**src/acq_timing_pkg.sv**
```systemverilog
// Shared constants for the acquisition timing and analog output update block
package acq_timing_pkg;
   localparam int unsigned CLK_HZ        = 25_000_000;
   localparam int unsigned OSC_HZ        = 10_000_000;
   localparam int unsigned TB_A_HZ       = 1_000_000;
   localparam int unsigned TB_B_HZ       = 2_000_000;
   localparam int unsigned DIV_A_CYCLES  = CLK_HZ / TB_A_HZ;
   localparam int unsigned DIV_B_CYCLES  = CLK_HZ / TB_B_HZ;
   localparam int unsigned CNT_W         = 16;
   localparam int unsigned DAC_W         = 12;
   localparam int unsigned IVL_W         = 8;
   localparam int unsigned MODE_W        = 8;
   localparam int unsigned CHAN_W        = 3;
   localparam logic [15:0] BIPOLAR_MIN_CODE = 16'hf800;
   localparam logic [11:0] BIPOLAR_OFFSET   = 12'h800;
   localparam logic [7:0]  MODE_RESET       = 8'h00;
   localparam logic [11:0] DAC_RESET        = 12'h000;
   localparam logic [15:0] CNT_RESET        = 16'h0000;
   localparam int unsigned MODE_ONE_SHOT_POS = 0;
   localparam int unsigned DAC_HIGH_POS      = 8;
   localparam int unsigned GRP_B_BASE        = 3;
endpackage

```
**src/acq_timing.sv**
```systemverilog
// Acquisition timing fabric: counter groups, scanning, interval and output update
// How it works
// [RULE_01] Two output channels; each 12-bit code built from low and high byte writes.
// [RULE_02] With deferred update clear, a data write changes the output at once.
// [RULE_03] With deferred update set, output waits for A2 or external strobe falling edge.
// [RULE_04] Unipolar code zero is lowest; bipolar code F800 is most negative.
// [RULE_05] Two groups, each three 16-bit down-counters plus one 8-bit mode register.
// [RULE_06] Group A paces acquisition; group B is free for host timing.
// [RULE_07] A0 runs from 1 MHz tick or from B0 output; B0 runs from 2 MHz.
// [RULE_08] B0 as A0 timebase allows acquisition periods beyond 65,536 microseconds.
// [RULE_09] Interval scanning clocks B1 with the same signal that clocks A0.
// [RULE_10] In interval scanning, B1 output starts each scan sequence.
// [RULE_11] Outside world supplies the clocks of B1 and B2 through the connector.
// [RULE_12] Single-channel interval: 8-bit count of samples, wait interval, repeat.
// [RULE_13] Acquisition ends when sample counter A1 reaches zero.
// [RULE_14] Every counter has clock, gate and output, numbered 0 to 2.
// [RULE_15] Scan steps channel down from highest to 0, then restarts; two to eight.
// [RULE_16] Deferred codes wait in a holding register until the update edge.
module acq_timing (
   // Clock and reset
   input  wire logic        clk,
   input  wire logic        reset,
   // Counter programming
   input  wire logic        cnt_load,
   input  wire logic        cnt_load_group_b,
   input  wire logic [1:0]  cnt_load_index,
   input  wire logic [15:0] cnt_load_value,
   input  wire logic        mode_write,
   input  wire logic        mode_write_group_b,
   input  wire logic [7:0]  mode_byte,
   // Acquisition control
   input  wire logic        acq_start,
   input  wire logic        timebase_from_b0,
   input  wire logic        interval_mode,
   input  wire logic        scan_enable,
   input  wire logic [2:0]  scan_high_channel,
   input  wire logic        interval_count_load,
   input  wire logic [7:0]  interval_count_value,
   // Group B connector pins
   input  wire logic [2:0]  group_b_gate_pin,
   input  wire logic        group_b_counter1_clock_pin,
   input  wire logic        group_b_counter2_clock_pin,
   // Analog output writes
   input  wire logic [1:0]  dac_wr_low,
   input  wire logic [1:0]  dac_wr_high,
   input  wire logic [7:0]  dac_wr_data,
   input  wire logic        deferred_update_select,
   input  wire logic [1:0]  dac_bipolar,
   input  wire logic        external_update_strobe_n,
   // Outputs
   output logic [2:0]       group_a_out,
   output logic [2:0]       group_b_out,
   output logic             scan_interval_output,
   output logic             group_a_counter0_clock,
   output logic             sample_strobe,
   output logic             acq_active_q,
   output logic [2:0]       channel_q,
   output logic [11:0]      analog_out_channel0_code,
   output logic [11:0]      analog_out_channel1_code
);
   localparam int unsigned N_CNT = 6;
   localparam int          DIV_A_GAP = acq_timing_pkg::DIV_A_CYCLES;

   logic [4:0]  div_a_q;
   logic [4:0]  div_b_q;
   logic        tick_1mhz;
   logic        tick_2mhz;
   logic [7:0]  mode_a_q;
   logic [7:0]  mode_b_q;
   logic [1:0]  clk1_s1_q;
   logic [1:0]  clk1_s2_q;
   logic [1:0]  clk1_prev_q;
   logic [2:0]  gate_s1_q;
   logic [2:0]  gate_s2_q;
   logic        upd_s1_q;
   logic        upd_s2_q;
   logic        upd_prev_q;
   logic        b0_prev_q;
   logic        a2_prev_q;
   logic        burst_q;
   logic [7:0]  ivl_load_q;
   logic [7:0]  ivl_cnt_q;
   logic        update_pulse;
   logic        b0_rise;
   logic [N_CNT-1:0] tick;
   logic [N_CNT-1:0] gate;
   logic [N_CNT-1:0] one_shot;
   logic [N_CNT-1:0] load;
   logic [N_CNT-1:0] outs;
   logic [N_CNT-1:0] term;

   if (acq_timing_pkg::DIV_A_CYCLES > 31 || acq_timing_pkg::DIV_B_CYCLES < 2) begin : g_bad_div
      $error("timebase dividers out of range");
   end

   // Timebase dividers from the system clock
   assign tick_1mhz = div_a_q == 5'(acq_timing_pkg::DIV_A_CYCLES - 1);
   assign tick_2mhz = div_b_q == 5'(acq_timing_pkg::DIV_B_CYCLES - 1);

   always_ff @(posedge clk or posedge reset) begin
      if (reset) begin
         div_a_q <= 5'h00;
         div_b_q <= 5'h00;
      end else begin
         div_a_q <= tick_1mhz ? 5'h00 : div_a_q + 5'h01;
         div_b_q <= tick_2mhz ? 5'h00 : div_b_q + 5'h01;
      end
   end

   // Synchronisers for connector pins
   always_ff @(posedge clk or posedge reset) begin
      if (reset) begin
         clk1_s1_q   <= 2'h0;
         clk1_s2_q   <= 2'h0;
         clk1_prev_q <= 2'h0;
         gate_s1_q   <= 3'h0;
         gate_s2_q   <= 3'h0;
         upd_s1_q    <= 1'b1;
         upd_s2_q    <= 1'b1;
         upd_prev_q  <= 1'b1;
      end else begin
         clk1_s1_q   <= {group_b_counter2_clock_pin, group_b_counter1_clock_pin}; // [RULE_11]
         clk1_s2_q   <= clk1_s1_q;
         clk1_prev_q <= clk1_s2_q;
         gate_s1_q   <= group_b_gate_pin;
         gate_s2_q   <= gate_s1_q;
         upd_s1_q    <= external_update_strobe_n;
         upd_s2_q    <= upd_s1_q;
         upd_prev_q  <= upd_s2_q;
      end
   end

   // Mode registers, one byte per group
   always_ff @(posedge clk or posedge reset) begin
      if (reset) begin
         mode_a_q <= acq_timing_pkg::MODE_RESET;
         mode_b_q <= acq_timing_pkg::MODE_RESET;
      end else if (mode_write) begin
         if (mode_write_group_b)
            mode_b_q <= mode_byte; // [RULE_05]
         else
            mode_a_q <= mode_byte; // [RULE_05]
      end
   end

   // Counter clock selection
   assign b0_rise = outs[3] && !b0_prev_q;
   assign group_a_counter0_clock = timebase_from_b0 ? b0_rise : tick_1mhz; // [RULE_07] [RULE_08]

   always_comb begin
      tick[0] = group_a_counter0_clock;
      tick[1] = sample_strobe; // [RULE_13]
      tick[2] = tick_1mhz;
      tick[3] = tick_2mhz; // [RULE_07]
      tick[4] = interval_mode ? group_a_counter0_clock // [RULE_09]
                              : clk1_s2_q[0] && !clk1_prev_q[0];
      tick[5] = clk1_s2_q[1] && !clk1_prev_q[1];
      gate[0] = acq_active_q; // [RULE_06]
      gate[1] = acq_active_q;
      gate[2] = 1'b1;
      gate[5:3] = gate_s2_q; // [RULE_14]
      one_shot = {mode_b_q[acq_timing_pkg::MODE_ONE_SHOT_POS +: 3],
                  mode_a_q[acq_timing_pkg::MODE_ONE_SHOT_POS +: 3]};
      load = '0;
      if (cnt_load && cnt_load_index != 2'h3)
         load[(cnt_load_group_b ? acq_timing_pkg::GRP_B_BASE : 0) + cnt_load_index] = 1'b1;
   end

   // Six counters, A0..A2 then B0..B2
   for (genvar i = 0; i < N_CNT; i++) begin : g_cnt
      down_counter #(.WIDTH(acq_timing_pkg::CNT_W)) u_cnt (
         .clk        (clk),
         .reset      (reset),
         .tick       (tick[i]),
         .gate       (gate[i]),
         .one_shot   (one_shot[i]),
         .load       (load[i]),
         .load_value (cnt_load_value),
         .count_q    (),
         .out_q      (outs[i]),
         .terminal   (term[i])
      ); // [RULE_05] [RULE_14]
   end

   assign group_a_out = outs[2:0];
   assign group_b_out = outs[5:3];
   assign scan_interval_output = outs[4];

   // Sample pacing: A0 terminal counts, gated by the interval burst
   assign sample_strobe = acq_active_q && term[0] && (!interval_mode || burst_q);

   always_ff @(posedge clk or posedge reset) begin
      if (reset)
         acq_active_q <= 1'b0;
      else if (term[1])
         acq_active_q <= 1'b0; // [RULE_13]
      else if (acq_start)
         acq_active_q <= 1'b1;
   end

   // Interval bursts started by B1
   always_ff @(posedge clk or posedge reset) begin
      if (reset)
         ivl_load_q <= 8'h00;
      else if (interval_count_load)
         ivl_load_q <= interval_count_value; // [RULE_12]
   end

   always_ff @(posedge clk or posedge reset) begin
      if (reset) begin
         burst_q   <= 1'b0;
         ivl_cnt_q <= 8'h00;
      end else if (!acq_active_q || !interval_mode) begin
         burst_q   <= 1'b0;
         ivl_cnt_q <= ivl_load_q;
      end else if (term[4]) begin
         burst_q   <= 1'b1; // [RULE_10]
         ivl_cnt_q <= ivl_load_q; // [RULE_12]
      end else if (sample_strobe) begin
         if (scan_enable) begin
            if (channel_q == 3'h0)
               burst_q <= 1'b0; // [RULE_10]
         end else begin
            ivl_cnt_q <= ivl_cnt_q - 8'h01;
            if (ivl_cnt_q <= 8'h01)
               burst_q <= 1'b0; // [RULE_12]
         end
      end
   end

   // Scan counter steps downward and wraps to the highest channel
   always_ff @(posedge clk or posedge reset) begin
      if (reset)
         channel_q <= 3'h0;
      else if (!scan_enable || !acq_active_q)
         channel_q <= scan_enable ? scan_high_channel : 3'h0;
      else if (sample_strobe)
         channel_q <= (channel_q == 3'h0) ? scan_high_channel : channel_q - 3'h1; // [RULE_15]
   end

   // B0 edge for the A0 timebase, A2 update edge for the deferred path
   always_ff @(posedge clk or posedge reset) begin
      if (reset) begin
         b0_prev_q <= 1'b1;
         a2_prev_q <= 1'b1;
      end else begin
         b0_prev_q <= outs[3];
         a2_prev_q <= outs[2];
      end
   end

   assign update_pulse = (a2_prev_q && !outs[2]) || (upd_prev_q && !upd_s2_q); // [RULE_03]

   dac_channel u_analog_out_channel0_code (
      .clk                    (clk),
      .reset                  (reset),
      .wr_low                 (dac_wr_low[0]),
      .wr_high                (dac_wr_high[0]),
      .wr_data                (dac_wr_data),
      .deferred_update_select (deferred_update_select),
      .update_pulse           (update_pulse),
      .bipolar                (dac_bipolar[0]),
      .code_q                 (analog_out_channel0_code)
   ); // [RULE_01]

   dac_channel u_analog_out_channel1_code (
      .clk                    (clk),
      .reset                  (reset),
      .wr_low                 (dac_wr_low[1]),
      .wr_high                (dac_wr_high[1]),
      .wr_data                (dac_wr_data),
      .deferred_update_select (deferred_update_select),
      .update_pulse           (update_pulse),
      .bipolar                (dac_bipolar[1]),
      .code_q                 (analog_out_channel1_code)
   ); // [RULE_01]
endmodule // acq_timing

```
**src/dac_channel.sv**
```systemverilog
// One analog output channel: byte assembly, holding register and converter latch
module dac_channel (
   // Clock and reset
   input  wire logic        clk,
   input  wire logic        reset,
   // Host writes
   input  wire logic        wr_low,
   input  wire logic        wr_high,
   input  wire logic [7:0]  wr_data,
   // Update control
   input  wire logic        deferred_update_select,
   input  wire logic        update_pulse,
   input  wire logic        bipolar,
   // Converter latch
   output logic [11:0]      code_q
);
   logic [11:0] hold_q;
   logic [11:0] hold_d;

   // Bipolar F800 and unipolar zero both map to the bottom of the range
   function automatic logic [11:0] to_latch(input logic [11:0] c, input logic bip);
      return bip ? (c ^ acq_timing_pkg::BIPOLAR_OFFSET) : c;
   endfunction

   always_comb begin
      hold_d = hold_q;
      if (wr_low)
         hold_d[7:0] = wr_data;
      if (wr_high)
         hold_d[11:8] = wr_data[3:0];
   end

   always_ff @(posedge clk or posedge reset) begin
      if (reset)
         hold_q <= acq_timing_pkg::DAC_RESET;
      else
         hold_q <= hold_d; // [RULE_01] [RULE_16]
   end

   always_ff @(posedge clk or posedge reset) begin
      if (reset)
         code_q <= acq_timing_pkg::DAC_RESET;
      else if (!deferred_update_select && (wr_low || wr_high))
         code_q <= to_latch(hold_d, bipolar); // [RULE_02] [RULE_04]
      else if (deferred_update_select && update_pulse)
         code_q <= to_latch(hold_q, bipolar); // [RULE_03] [RULE_16]
   end
endmodule // dac_channel

```
**src/down_counter.sv**
```systemverilog
// One 16-bit down-counter with clock enable, gate and output
module down_counter #(
   parameter int unsigned WIDTH = acq_timing_pkg::CNT_W
) (
   // Clock and reset
   input  wire logic             clk,
   input  wire logic             reset,
   // Counting
   input  wire logic             tick,
   input  wire logic             gate,
   input  wire logic             one_shot,
   // Loading
   input  wire logic             load,
   input  wire logic [WIDTH-1:0] load_value,
   // Results
   output logic      [WIDTH-1:0] count_q,
   output logic                  out_q,
   output logic                  terminal
);
   logic [WIDTH-1:0] reload_q;
   logic             armed_q;

   if (WIDTH < 2) begin : g_bad_width
      $error("down_counter width too small");
   end

   assign terminal = armed_q && tick && gate && (one_shot ? count_q == 1 : count_q <= 1);

   always_ff @(posedge clk or posedge reset) begin
      if (reset) begin
         count_q  <= '0;
         reload_q <= '0;
         armed_q  <= 1'b0;
      end else if (load) begin
         count_q  <= load_value;
         reload_q <= load_value;
         armed_q  <= 1'b1;
      end else if (armed_q && tick && gate) begin
         if (terminal && !one_shot)
            count_q <= reload_q;
         else if (count_q != 0)
            count_q <= count_q - 1'b1;
         if (terminal && one_shot)
            armed_q <= 1'b0;
      end
   end

   // Rate mode pulses low at terminal; one-shot goes high at zero
   always_ff @(posedge clk or posedge reset) begin
      if (reset)
         out_q <= 1'b1;
      else if (load)
         out_q <= !one_shot;
      else if (terminal)
         out_q <= one_shot;
      else if (tick && !one_shot)
         out_q <= 1'b1;
   end
endmodule // down_counter

```
**config.mk**
```make
export PLATFORM = sky130hd
export DESIGN_NAME = acq_timing
export DESIGN_NICKNAME = d
export VERILOG_FILES = /design/src/acq_timing_pkg.sv /design/src/acq_timing.sv /design/src/dac_channel.sv /design/src/down_counter.sv
export SDC_FILE = /design/constraint.sdc
export NUM_CORES = 1
export LEC_CHECK = 0
export BUFFER_PORTS_ARGS = -buffer_cell sky130_fd_sc_hd__buf_4
export CAP_MARGIN = 20
export CORE_ASPECT_RATIO = 1.75
export CORE_MARGIN = 4
export CORE_UTILIZATION = 33
export CTS_CLUSTER_SIZE = 20
export DETAILED_ROUTE_END_ITERATION = 6
export PLACE_DENSITY = 0.58
export SYNTH_ARGS = -nofsm -noshare
export SYNTH_HDL_FRONTEND = slang
export SYNTH_SLANG_ARGS = --single-unit
```
**constraint.sdc**
```tcl
create_clock -name clk -period 14.05 [get_ports clk]
set_input_delay 1.405 -clock clk [delete_from_list [all_inputs] [get_ports clk]]
set_output_delay 1.405 -clock clk [all_outputs]
set_load 0.02 [all_outputs]
```
* Word level (Yosys, flattened, before mapping)
Cells that the tools add are included.
** Storage, ports and cells
- Flip-flop bits (word level) :: 306
- Input port bits :: 69
- Output and inout bits :: 37
- Word-level logic and storage cells :: 306
** Cells by class
- $add $sub $neg :: 11
- Magnitude comparators :: 9
- Equal/unequal tests :: 11
- Multiplexer cells :: 102
- Bitwise operators :: 5
- Reduce and logical (&&, ||, !) cells :: 121
** Operators with widths (count)
- 16-bit 2-to-1 mux :: 24
- 16-bit by 1-bit == test with 1-bit output, second input constant :: 6
- 16-bit by 1-bit <= comparator with 1-bit output, second input constant :: 6
- 12-bit 2-to-1 mux :: 8
- 16-bit nonzero test :: 6
- 16-bit by 1-bit subtractor with 16-bit output, second input constant :: 6
- 1-bit 2-to-1 mux :: 53
- 8-bit 2-to-1 mux :: 6
- 1-bit logical AND :: 47
- 3-bit nonzero test :: 13
- 2-bit nonzero test :: 16
- 2-bit AND reduction :: 15
- 1-bit logical NOT :: 15
- 3-bit 2-to-1 mux :: 4
- 5-bit by 1-bit adder with 5-bit output, second input constant :: 2
- 5-bit 2-to-1 mux :: 2
- 8-bit by 1-bit <= comparator with 1-bit output, second input constant :: 1
- 4-bit 2-to-1 mux :: 2
- 8-bit by 1-bit subtractor with 8-bit output, second input constant :: 1
- 1-bit logical OR :: 6
- 6-bit 2-to-1 mux :: 1
- 5-bit by 4-bit == test with 1-bit output, second input constant :: 1
- 5-bit == test, second input constant :: 1
- 1-bit inverter :: 5
- other kinds (12) :: 12

* Longest topological paths before layout
- Depth after elaboration :: 15
- Depth in mapped cells :: 12
- Depth with buffers taken out :: 8

* Cells and area by module
A second synthesis with hierarchy kept.
** Unflattened totals
- Cell total of the unflattened synthesis :: 1641
- Area, all modules :: 16355.7 µm²
** By module, submodules not included
- down_counter (g_cnt[0].u_cnt ...) :: instances 4, cells each 218, area each 1991.9 µm², seq. area each 852.1 µm²
- acq_timing :: instances 1, cells each 208, area each 2422.3 µm², seq. area each 1357.6 µm²
- dac_channel :: instances 2, cells each 71, area each 1036.0 µm², seq. area each 600.6 µm²
- down_counter (g_cnt[5].u_cnt) :: instances 1, cells each 218, area each 1983.2 µm², seq. area each 852.1 µm²
- down_counter (g_cnt[4].u_cnt) :: instances 1, cells each 201, area each 1910.6 µm², seq. area each 852.1 µm²

* Worst setup path before layout
No wires, ideal clock.
- Path kind :: input -> output
- Start point :: input timebase_from_b0
- End point :: output sample_strobe
- Arrival :: 2.749 ns
- Data required time :: 12.645 ns
- Slack :: 9.896 ns
- Cell stages on the path :: 4
- Path buffers :: 1
- Path through :: and3b_1 a22oi_1 clkbuf_1 nor4_1
** On the way
- Word-level cells in the longest chain between the ends :: 6
** Ends and longest elaborated chain
- start: declaration :: RTL line acq_timing.sv:33 : input wire logic timebase_from_b0,
- 1-bit 2-to-1 mux :: RTL line acq_timing.sv:148 : assign group_a_counter0_clock = timebase_from_b0 ? b0_rise : tick_1mhz;
- 1-bit logical AND (3 in a row) :: RTL line down_counter.sv:27 : assign terminal = armed_q && tick && gate && (one_shot ? count_q == 1 : count_q <= 1);
- 1-bit logical AND (2 in a row) :: RTL line acq_timing.sv:190 : assign sample_strobe = acq_active_q && term[0] && (!interval_mode || burst_q);
- end: declaration :: RTL line acq_timing.sv:55 : output logic sample_strobe,
No other way between the ends.

* Final worst setup path
- Start point :: register div_a_q[0]
- End point :: output sample_strobe
** On the way
- Word-level cells in the longest chain between the ends :: 7
** Ends and longest elaborated chain
- start: declaration :: RTL line acq_timing.sv:64 : logic [4:0] div_a_q;
- start signal: assignment :: RTL line acq_timing.sv:105 : div_a_q <= tick_1mhz ? 5'h00 : div_a_q + 5'h01;
- 5-bit == test :: RTL line acq_timing.sv:97 : assign tick_1mhz = div_a_q == 5'(acq_timing_pkg::DIV_A_CYCLES - 1);
- 1-bit 2-to-1 mux :: RTL line acq_timing.sv:148
- 1-bit logical AND (3 in a row) :: RTL line down_counter.sv:27
- 1-bit logical AND (2 in a row) :: RTL line acq_timing.sv:190
No other way between the ends.

==> results.md <==
Die:
- The count of boundary I/O pins is around 110.
- The effective utilization at floorplan is 0.3339.
- The initialized floorplan defines 105 standard-cell rows.
- The floorplan step defined a die boundary enclosing 0.05128 mm².
- The x dimension of the die is 172.9 µm.
- The core region is 0.04703 mm².
- The die is 296.6 µm tall.

Power:
- The completed layout was analyzed and its total power is 2828 µW.
- IR analysis of the VDD net gives a maximum drop of 0.00009212 V.
- The leakage component of the power is between 0.007 and 0.008 µW.
- Power spread over the standard cell area amounts to 156.2 mW/mm².

Synth:
- After synthesis, the share of cell area in mux cells is 0.04167.
- The predominant post-synthesis flop cell is sky130_fd_sc_hd__dfrtp_1.
- A synthesized cell averages about 9.1 µm².
- The Yosys step of the flow raised 0 warnings.
- The fraction of the yosys area taken by sequential cells is 0.4885.
- After synthesis, the largest family of logic cells by area is simple AND/OR/NAND/NOR gates.
- The arithmetic-cell share of the synthesized area counting full adders, half adders and majority gates is 0.01880.
- The number of different library cells used by synthesis comes to 83.
- Of the total synthesized cell area, the portion taken by AND, OR, NAND and NOR gates is 0.2191.
- Of the total synthesized cell area, the portion taken by XOR and XNOR cells is 0.01004.
- Yosys mapped a number of flops with a built-in enable equal to 0.
- In this run, synthesis produced a sequential element count of 306.
- In the synthesized netlist the async set-or-reset flop fraction comes to 1.000.
- The net count of the mapped netlist is 1818.
- The share of the synthesized area in compound gates (AO/OA/AOI/OAI) is 0.1767.
- Synthesis produced between 1500 and 2000 cells.
- The netlist area before placement is approximately 0.016 mm².

Flow run:
- The tool flagged a number of max-cap violations equal to 0.

Critical path:
- The data arrival time of the critical path is around 3.5 ns.
- Traced cell by cell, the critical path runs through inv_1, ha_1, and4b_1, a22oi_1, nor4_1, buf_4.
- For the worst flop-to-flop path, the logic depth is 8.
- The kind of end point of the critical path is an output port.
- The worst setup path is of the reg2out kind.
- Together, buffers and inverters on the worst path number 2.
- The launching element type of the critical path is a register.
- The worst stage delay on the critical path is 1.06 ns.
- The worst register-to-register path ends at g_cnt[1].u_cnt.count_q[13].
- Among all stages on the critical path, the largest delay is contributed by sky130_fd_sc_hd__nor4_1.
- The startpoint of the worst-slack reg-to-reg timing path is div_a_q[0].
- The kind of cell with the highest combined delay along the critical path is simple AND/OR/NAND/NOR gates.
- The setup slack on the worst flop-to-flop path is 10.24 ns.
- Along the worst path, the maximum fanout reaches 13.
- STA puts the critical path data required time at 12.65 ns.

Layout:
- Once layout is complete, the cells apart from fillers number 2396.
- The number of nets in the layout is 1876.
- The ratio of cells with drive above 1 in the final layout is 0.1493.
- The number of fill cells in the layout is about 4700.
- The synthesis-to-layout area growth is 15.31%.
- The repair_antennas step left the layout with diodes totalling 0.
- The cell area after layout is 0.01811 mm².

Timing:
- The final-report hold violation count is 0.
- The number of endpoints failing setup at the final stage is 0.
- The final-layout worst hold slack is 0.3474 ns.
- The maximum clock rate is 0.2058 GHz.
- For the final routed database, the setup TNS stands at 0 ns.
- The number of max-slew violations in the final report is 0.
- Setup repair after global routing left no endpoint under its margin.
- The part of the cycle the worst path needs is 0.3458.
- Between clock sinks in the finished design, the worst skew comes to 0.01249 ns.
- In this run the tightest slew margin relative to its limit is 0.2256.
- For the pin with the worst max-slew slack, the measured transition is 1.151 ns.
- The worst path needs 4.859 ns of the cycle, external delays included.

Placed design:
- In this run the cell area measured after placement is 0.01693 mm².
- The detailed placer's ending HPWL is approximately 31 mm.
- Buffers placed on the I/O ports in this run total 100.
- The routability congestion estimate is roughly 0.91.
- The total instance count after detailed placement is between 2000 and 2500.

GRT:
- The number of global-route vias before repair is 13250.
- The overall global routing resource usage is 0.1726.
- The number of antenna violations at the first check in global routing is 0.
- The first-pass GRT wire length is 72.44 mm.
- The maximum number of pins on one net before global-route repair is roughly 180.
- The residual overflow from global routing is 0.

Routing:
- The pre-antenna-repair detailed-routing pass consisted of 7 iterations.
- The number of vias after detailed routing is 13300.
- The remaining number of nets flagged by the antenna check after routing is 0.
- For this run, design rule violations remaining after detail routing come to 0.
- The violation count after the first detailed-routing iteration is 765.
- The routed wire length is 45.15 mm.
- The post-detailed-route wirelength per cell is between 15 and 20 µm.
- Dividing the detail-routed via count by the number of cells gives about 5.6.

Worst hold path:
- The count of cells along the worst hold path is 0.
- The min-delay analysis places its worst path in the category reg2reg.
- The startpoint identified for the worst hold timing path is clk1_s1_q[0].
- For hold timing, the worst endpoint is clk1_s2_q[0].

Clock tree:
- TritonCTS built the clock tree.
- The clock passes through at most 3 buffers.
- The clock latency reported for the late side of the worst-skew pair is 0.53 ns.
- Buffers inserted to repair hold after CTS numbered 0.
- The number of instances resized during post-cts repair is 0.
- After clock tree synthesis, the clock-pin slew on the worst setup and hold paths is 0.06 ns.
- The clock drives 306 sinks.
- The buffer count from post-CTS setup fixing is 0.
- The H-tree generated during clock tree synthesis spans 2 levels.
- The clock tree root driver cell is sky130_fd_sc_hd__clkbuf_16.
- The number of buffers created by CTS is 34.

Status:
- The flow ran to the end, and the final reports show no timing, DRC or antenna violations.
==> metal layers <==
layer	global-route usage	wire length [µm]	vias to the layer above
met1	0.1962	18020	6568
met5	0	0	-
met3	0.02606	1919	98
met4	0.07736	1955	0
met2	0.3206	23260	363
li1	-	-	6275
==> Yosys cell counts (9+ instances only) <==
cell                        instances  area (µm²)
sky130_fd_sc_hd__and3_1            20       125.1
sky130_fd_sc_hd__a21oi_1           72       360.4
sky130_fd_sc_hd__a22oi_1           15       112.6
sky130_fd_sc_hd__o211ai_1          21       157.7
sky130_fd_sc_hd__a31oi_1           17       106.4
sky130_fd_sc_hd__dfstp_2           11       289.0
sky130_fd_sc_hd__xnor2_1           12       105.1
sky130_fd_sc_hd__or3_1             16       100.1
sky130_fd_sc_hd__ha_1              22       275.3
sky130_fd_sc_hd__nand3_1           34       170.2
sky130_fd_sc_hd__nor2b_1           25       156.4
sky130_fd_sc_hd__o21ai_0          127       635.6
sky130_fd_sc_hd__inv_1             65       244.0
sky130_fd_sc_hd__mux2i_1           17       170.2
sky130_fd_sc_hd__or4_1             22       165.2
sky130_fd_sc_hd__a2bb2oi_1         13       113.9
sky130_fd_sc_hd__dfrtp_1          295        7382
sky130_fd_sc_hd__nor3_1            59       295.3
sky130_fd_sc_hd__mux2_2            43       484.2
sky130_fd_sc_hd__nand2_1          348        1306
sky130_fd_sc_hd__a211oi_1          19       142.6
sky130_fd_sc_hd__clkbuf_1          77       289.0
sky130_fd_sc_hd__o31ai_1           13       97.59
sky130_fd_sc_hd__nor4_1            37       231.5
sky130_fd_sc_hd__a221o_1           30       300.3
sky130_fd_sc_hd__o22ai_1            9       56.30
sky130_fd_sc_hd__nor2_1           116       435.4
sky130_fd_sc_hd__buf_2             10       50.05
==> cells in the final DEF, fill, tap and decap left out, types with 7 or more instances in the layout <==
master                      Yosys  routed
sky130_fd_sc_hd__nor2_1       116     116
sky130_fd_sc_hd__o221ai_1       7       7
sky130_fd_sc_hd__xnor2_1       12      12
sky130_fd_sc_hd__a21oi_1       72      72
sky130_fd_sc_hd__nor3_1        59      57
sky130_fd_sc_hd__a22oi_1       15      15
sky130_fd_sc_hd__clkbuf_16      0      34
sky130_fd_sc_hd__a211oi_1      19      19
sky130_fd_sc_hd__nand3_1       34      34
sky130_fd_sc_hd__or3_1         16      16
sky130_fd_sc_hd__ha_1          22      22
sky130_fd_sc_hd__mux2_2        43      43
sky130_fd_sc_hd__o31ai_1       13      13
sky130_fd_sc_hd__inv_1         65      64
sky130_fd_sc_hd__nand4_1        7       7
sky130_fd_sc_hd__a2bb2oi_1     13      13
sky130_fd_sc_hd__o21a_1         7       7
sky130_fd_sc_hd__o22ai_1        9       9
sky130_fd_sc_hd__mux2i_1       17      17
sky130_fd_sc_hd__nor2b_1       25      25
sky130_fd_sc_hd__nand2_1      348     348
sky130_fd_sc_hd__a31oi_1       17      17
sky130_fd_sc_hd__a221o_1       30      30
sky130_fd_sc_hd__nor4_1        37      35
sky130_fd_sc_hd__dfstp_2       11      11
sky130_fd_sc_hd__buf_4          7     120
sky130_fd_sc_hd__o21ai_0      127     127
sky130_fd_sc_hd__o211ai_1      21      21
sky130_fd_sc_hd__or2_2          8       8
sky130_fd_sc_hd__a22o_1         7       7
sky130_fd_sc_hd__dfrtp_1      295     295
sky130_fd_sc_hd__or4_1         22      22
sky130_fd_sc_hd__and3_1        20      20
==> power by group <==
group | total, µW | switching [µW] | internal, µW | leakage, µW
clock network | 947 | 383 | 564 | 0.000571
logic | 598 | 341 | 258 | 0.00369
registers | 1280 | 185 | 1100 | 0.00369
==> stage by stage <==
stage | util | worst slack, ns
floorplan | - | 4.204
finish | 0.3850 | 9.191
CTS | 0.3846 | 9.136
global route | 0.3850 | 9.058
global placement | 0.3599 | 9.322
detailed placement | 0.3599 | 9.287
==> worst reg2reg max path: stages, from the launching register on <==
cell and delay [ns]:
sky130_fd_sc_hd__dfrtp_1 0.41, sky130_fd_sc_hd__inv_1 0.07, sky130_fd_sc_hd__ha_1 0.15, sky130_fd_sc_hd__and4b_1 0.52, sky130_fd_sc_hd__a22oi_1 0.42, sky130_fd_sc_hd__or4_1 0.92
sky130_fd_sc_hd__o21ai_1 0.60, sky130_fd_sc_hd__o21ai_0 0.28, sky130_fd_sc_hd__a221o_1 0.34
==> layout make-up <==
class | count | area [µm²] | area share
Clock buffer | 44 | 928.4 | 0.05127
Clock inverter | 16 | 236.5 | 0.01306
Inverter | 65 | 251.5 | 0.01389
Multi-Input combinational cell | 1253 | 7346 | 0.4057
Sequential cell | 306 | 7671 | 0.4236
Tap cell | 588 | 735.7 | 0.04063
Timing Repair Buffer | 124 | 938.4 | 0.05182
==> sequential cells by signal (all words and copies together), names as in the netlist, 2 cells and up <==
name and count:
g_cnt.u_cnt.count_q 96, g_cnt.u_cnt.reload_q 96, u_analog_out_channel0_code.code_q 12, u_analog_out_channel0_code.hold_q 12
u_analog_out_channel1_code.code_q 12, u_analog_out_channel1_code.hold_q 12, ivl_cnt_q 8, ivl_load_q 8
g_cnt.u_cnt.armed_q 6, g_cnt.u_cnt.out_q 6, div_a_q 5, div_b_q 5
channel_q 3, gate_s1_q 3, gate_s2_q 3, mode_a_q 3
mode_b_q 3, clk1_prev_q 2, clk1_s1_q 2, clk1_s2_q 2
==> logic make-up after synthesis <==
group                    Yosys count
adder cells (fa/ha/maj)           23
AND/OR/NAND/NOR                  735
multiplexers                      60
XOR/XNOR                          18
buffers and inverters            167
flip-flops                       306
AO/OA/AOI/OAI                    417
==> how the worst max path moves through the flow <==
stage / startpoint / depth (start not counted) / endpoint / slack [ns]
after floorplan: reset / 1 / acq_active_q / 4.20
after global placement: timebase_from_b0 / 5 / sample_strobe / 9.32
after detailed placement: timebase_from_b0 / 5 / sample_strobe / 9.29
after CTS: div_a_q[0] / 6 / sample_strobe / 9.14
after global routing: div_a_q[0] / 6 / sample_strobe / 9.06
final: div_a_q[0] / 6 / sample_strobe / 9.19
No activity file was read; power rests on OpenSTA's default activity.
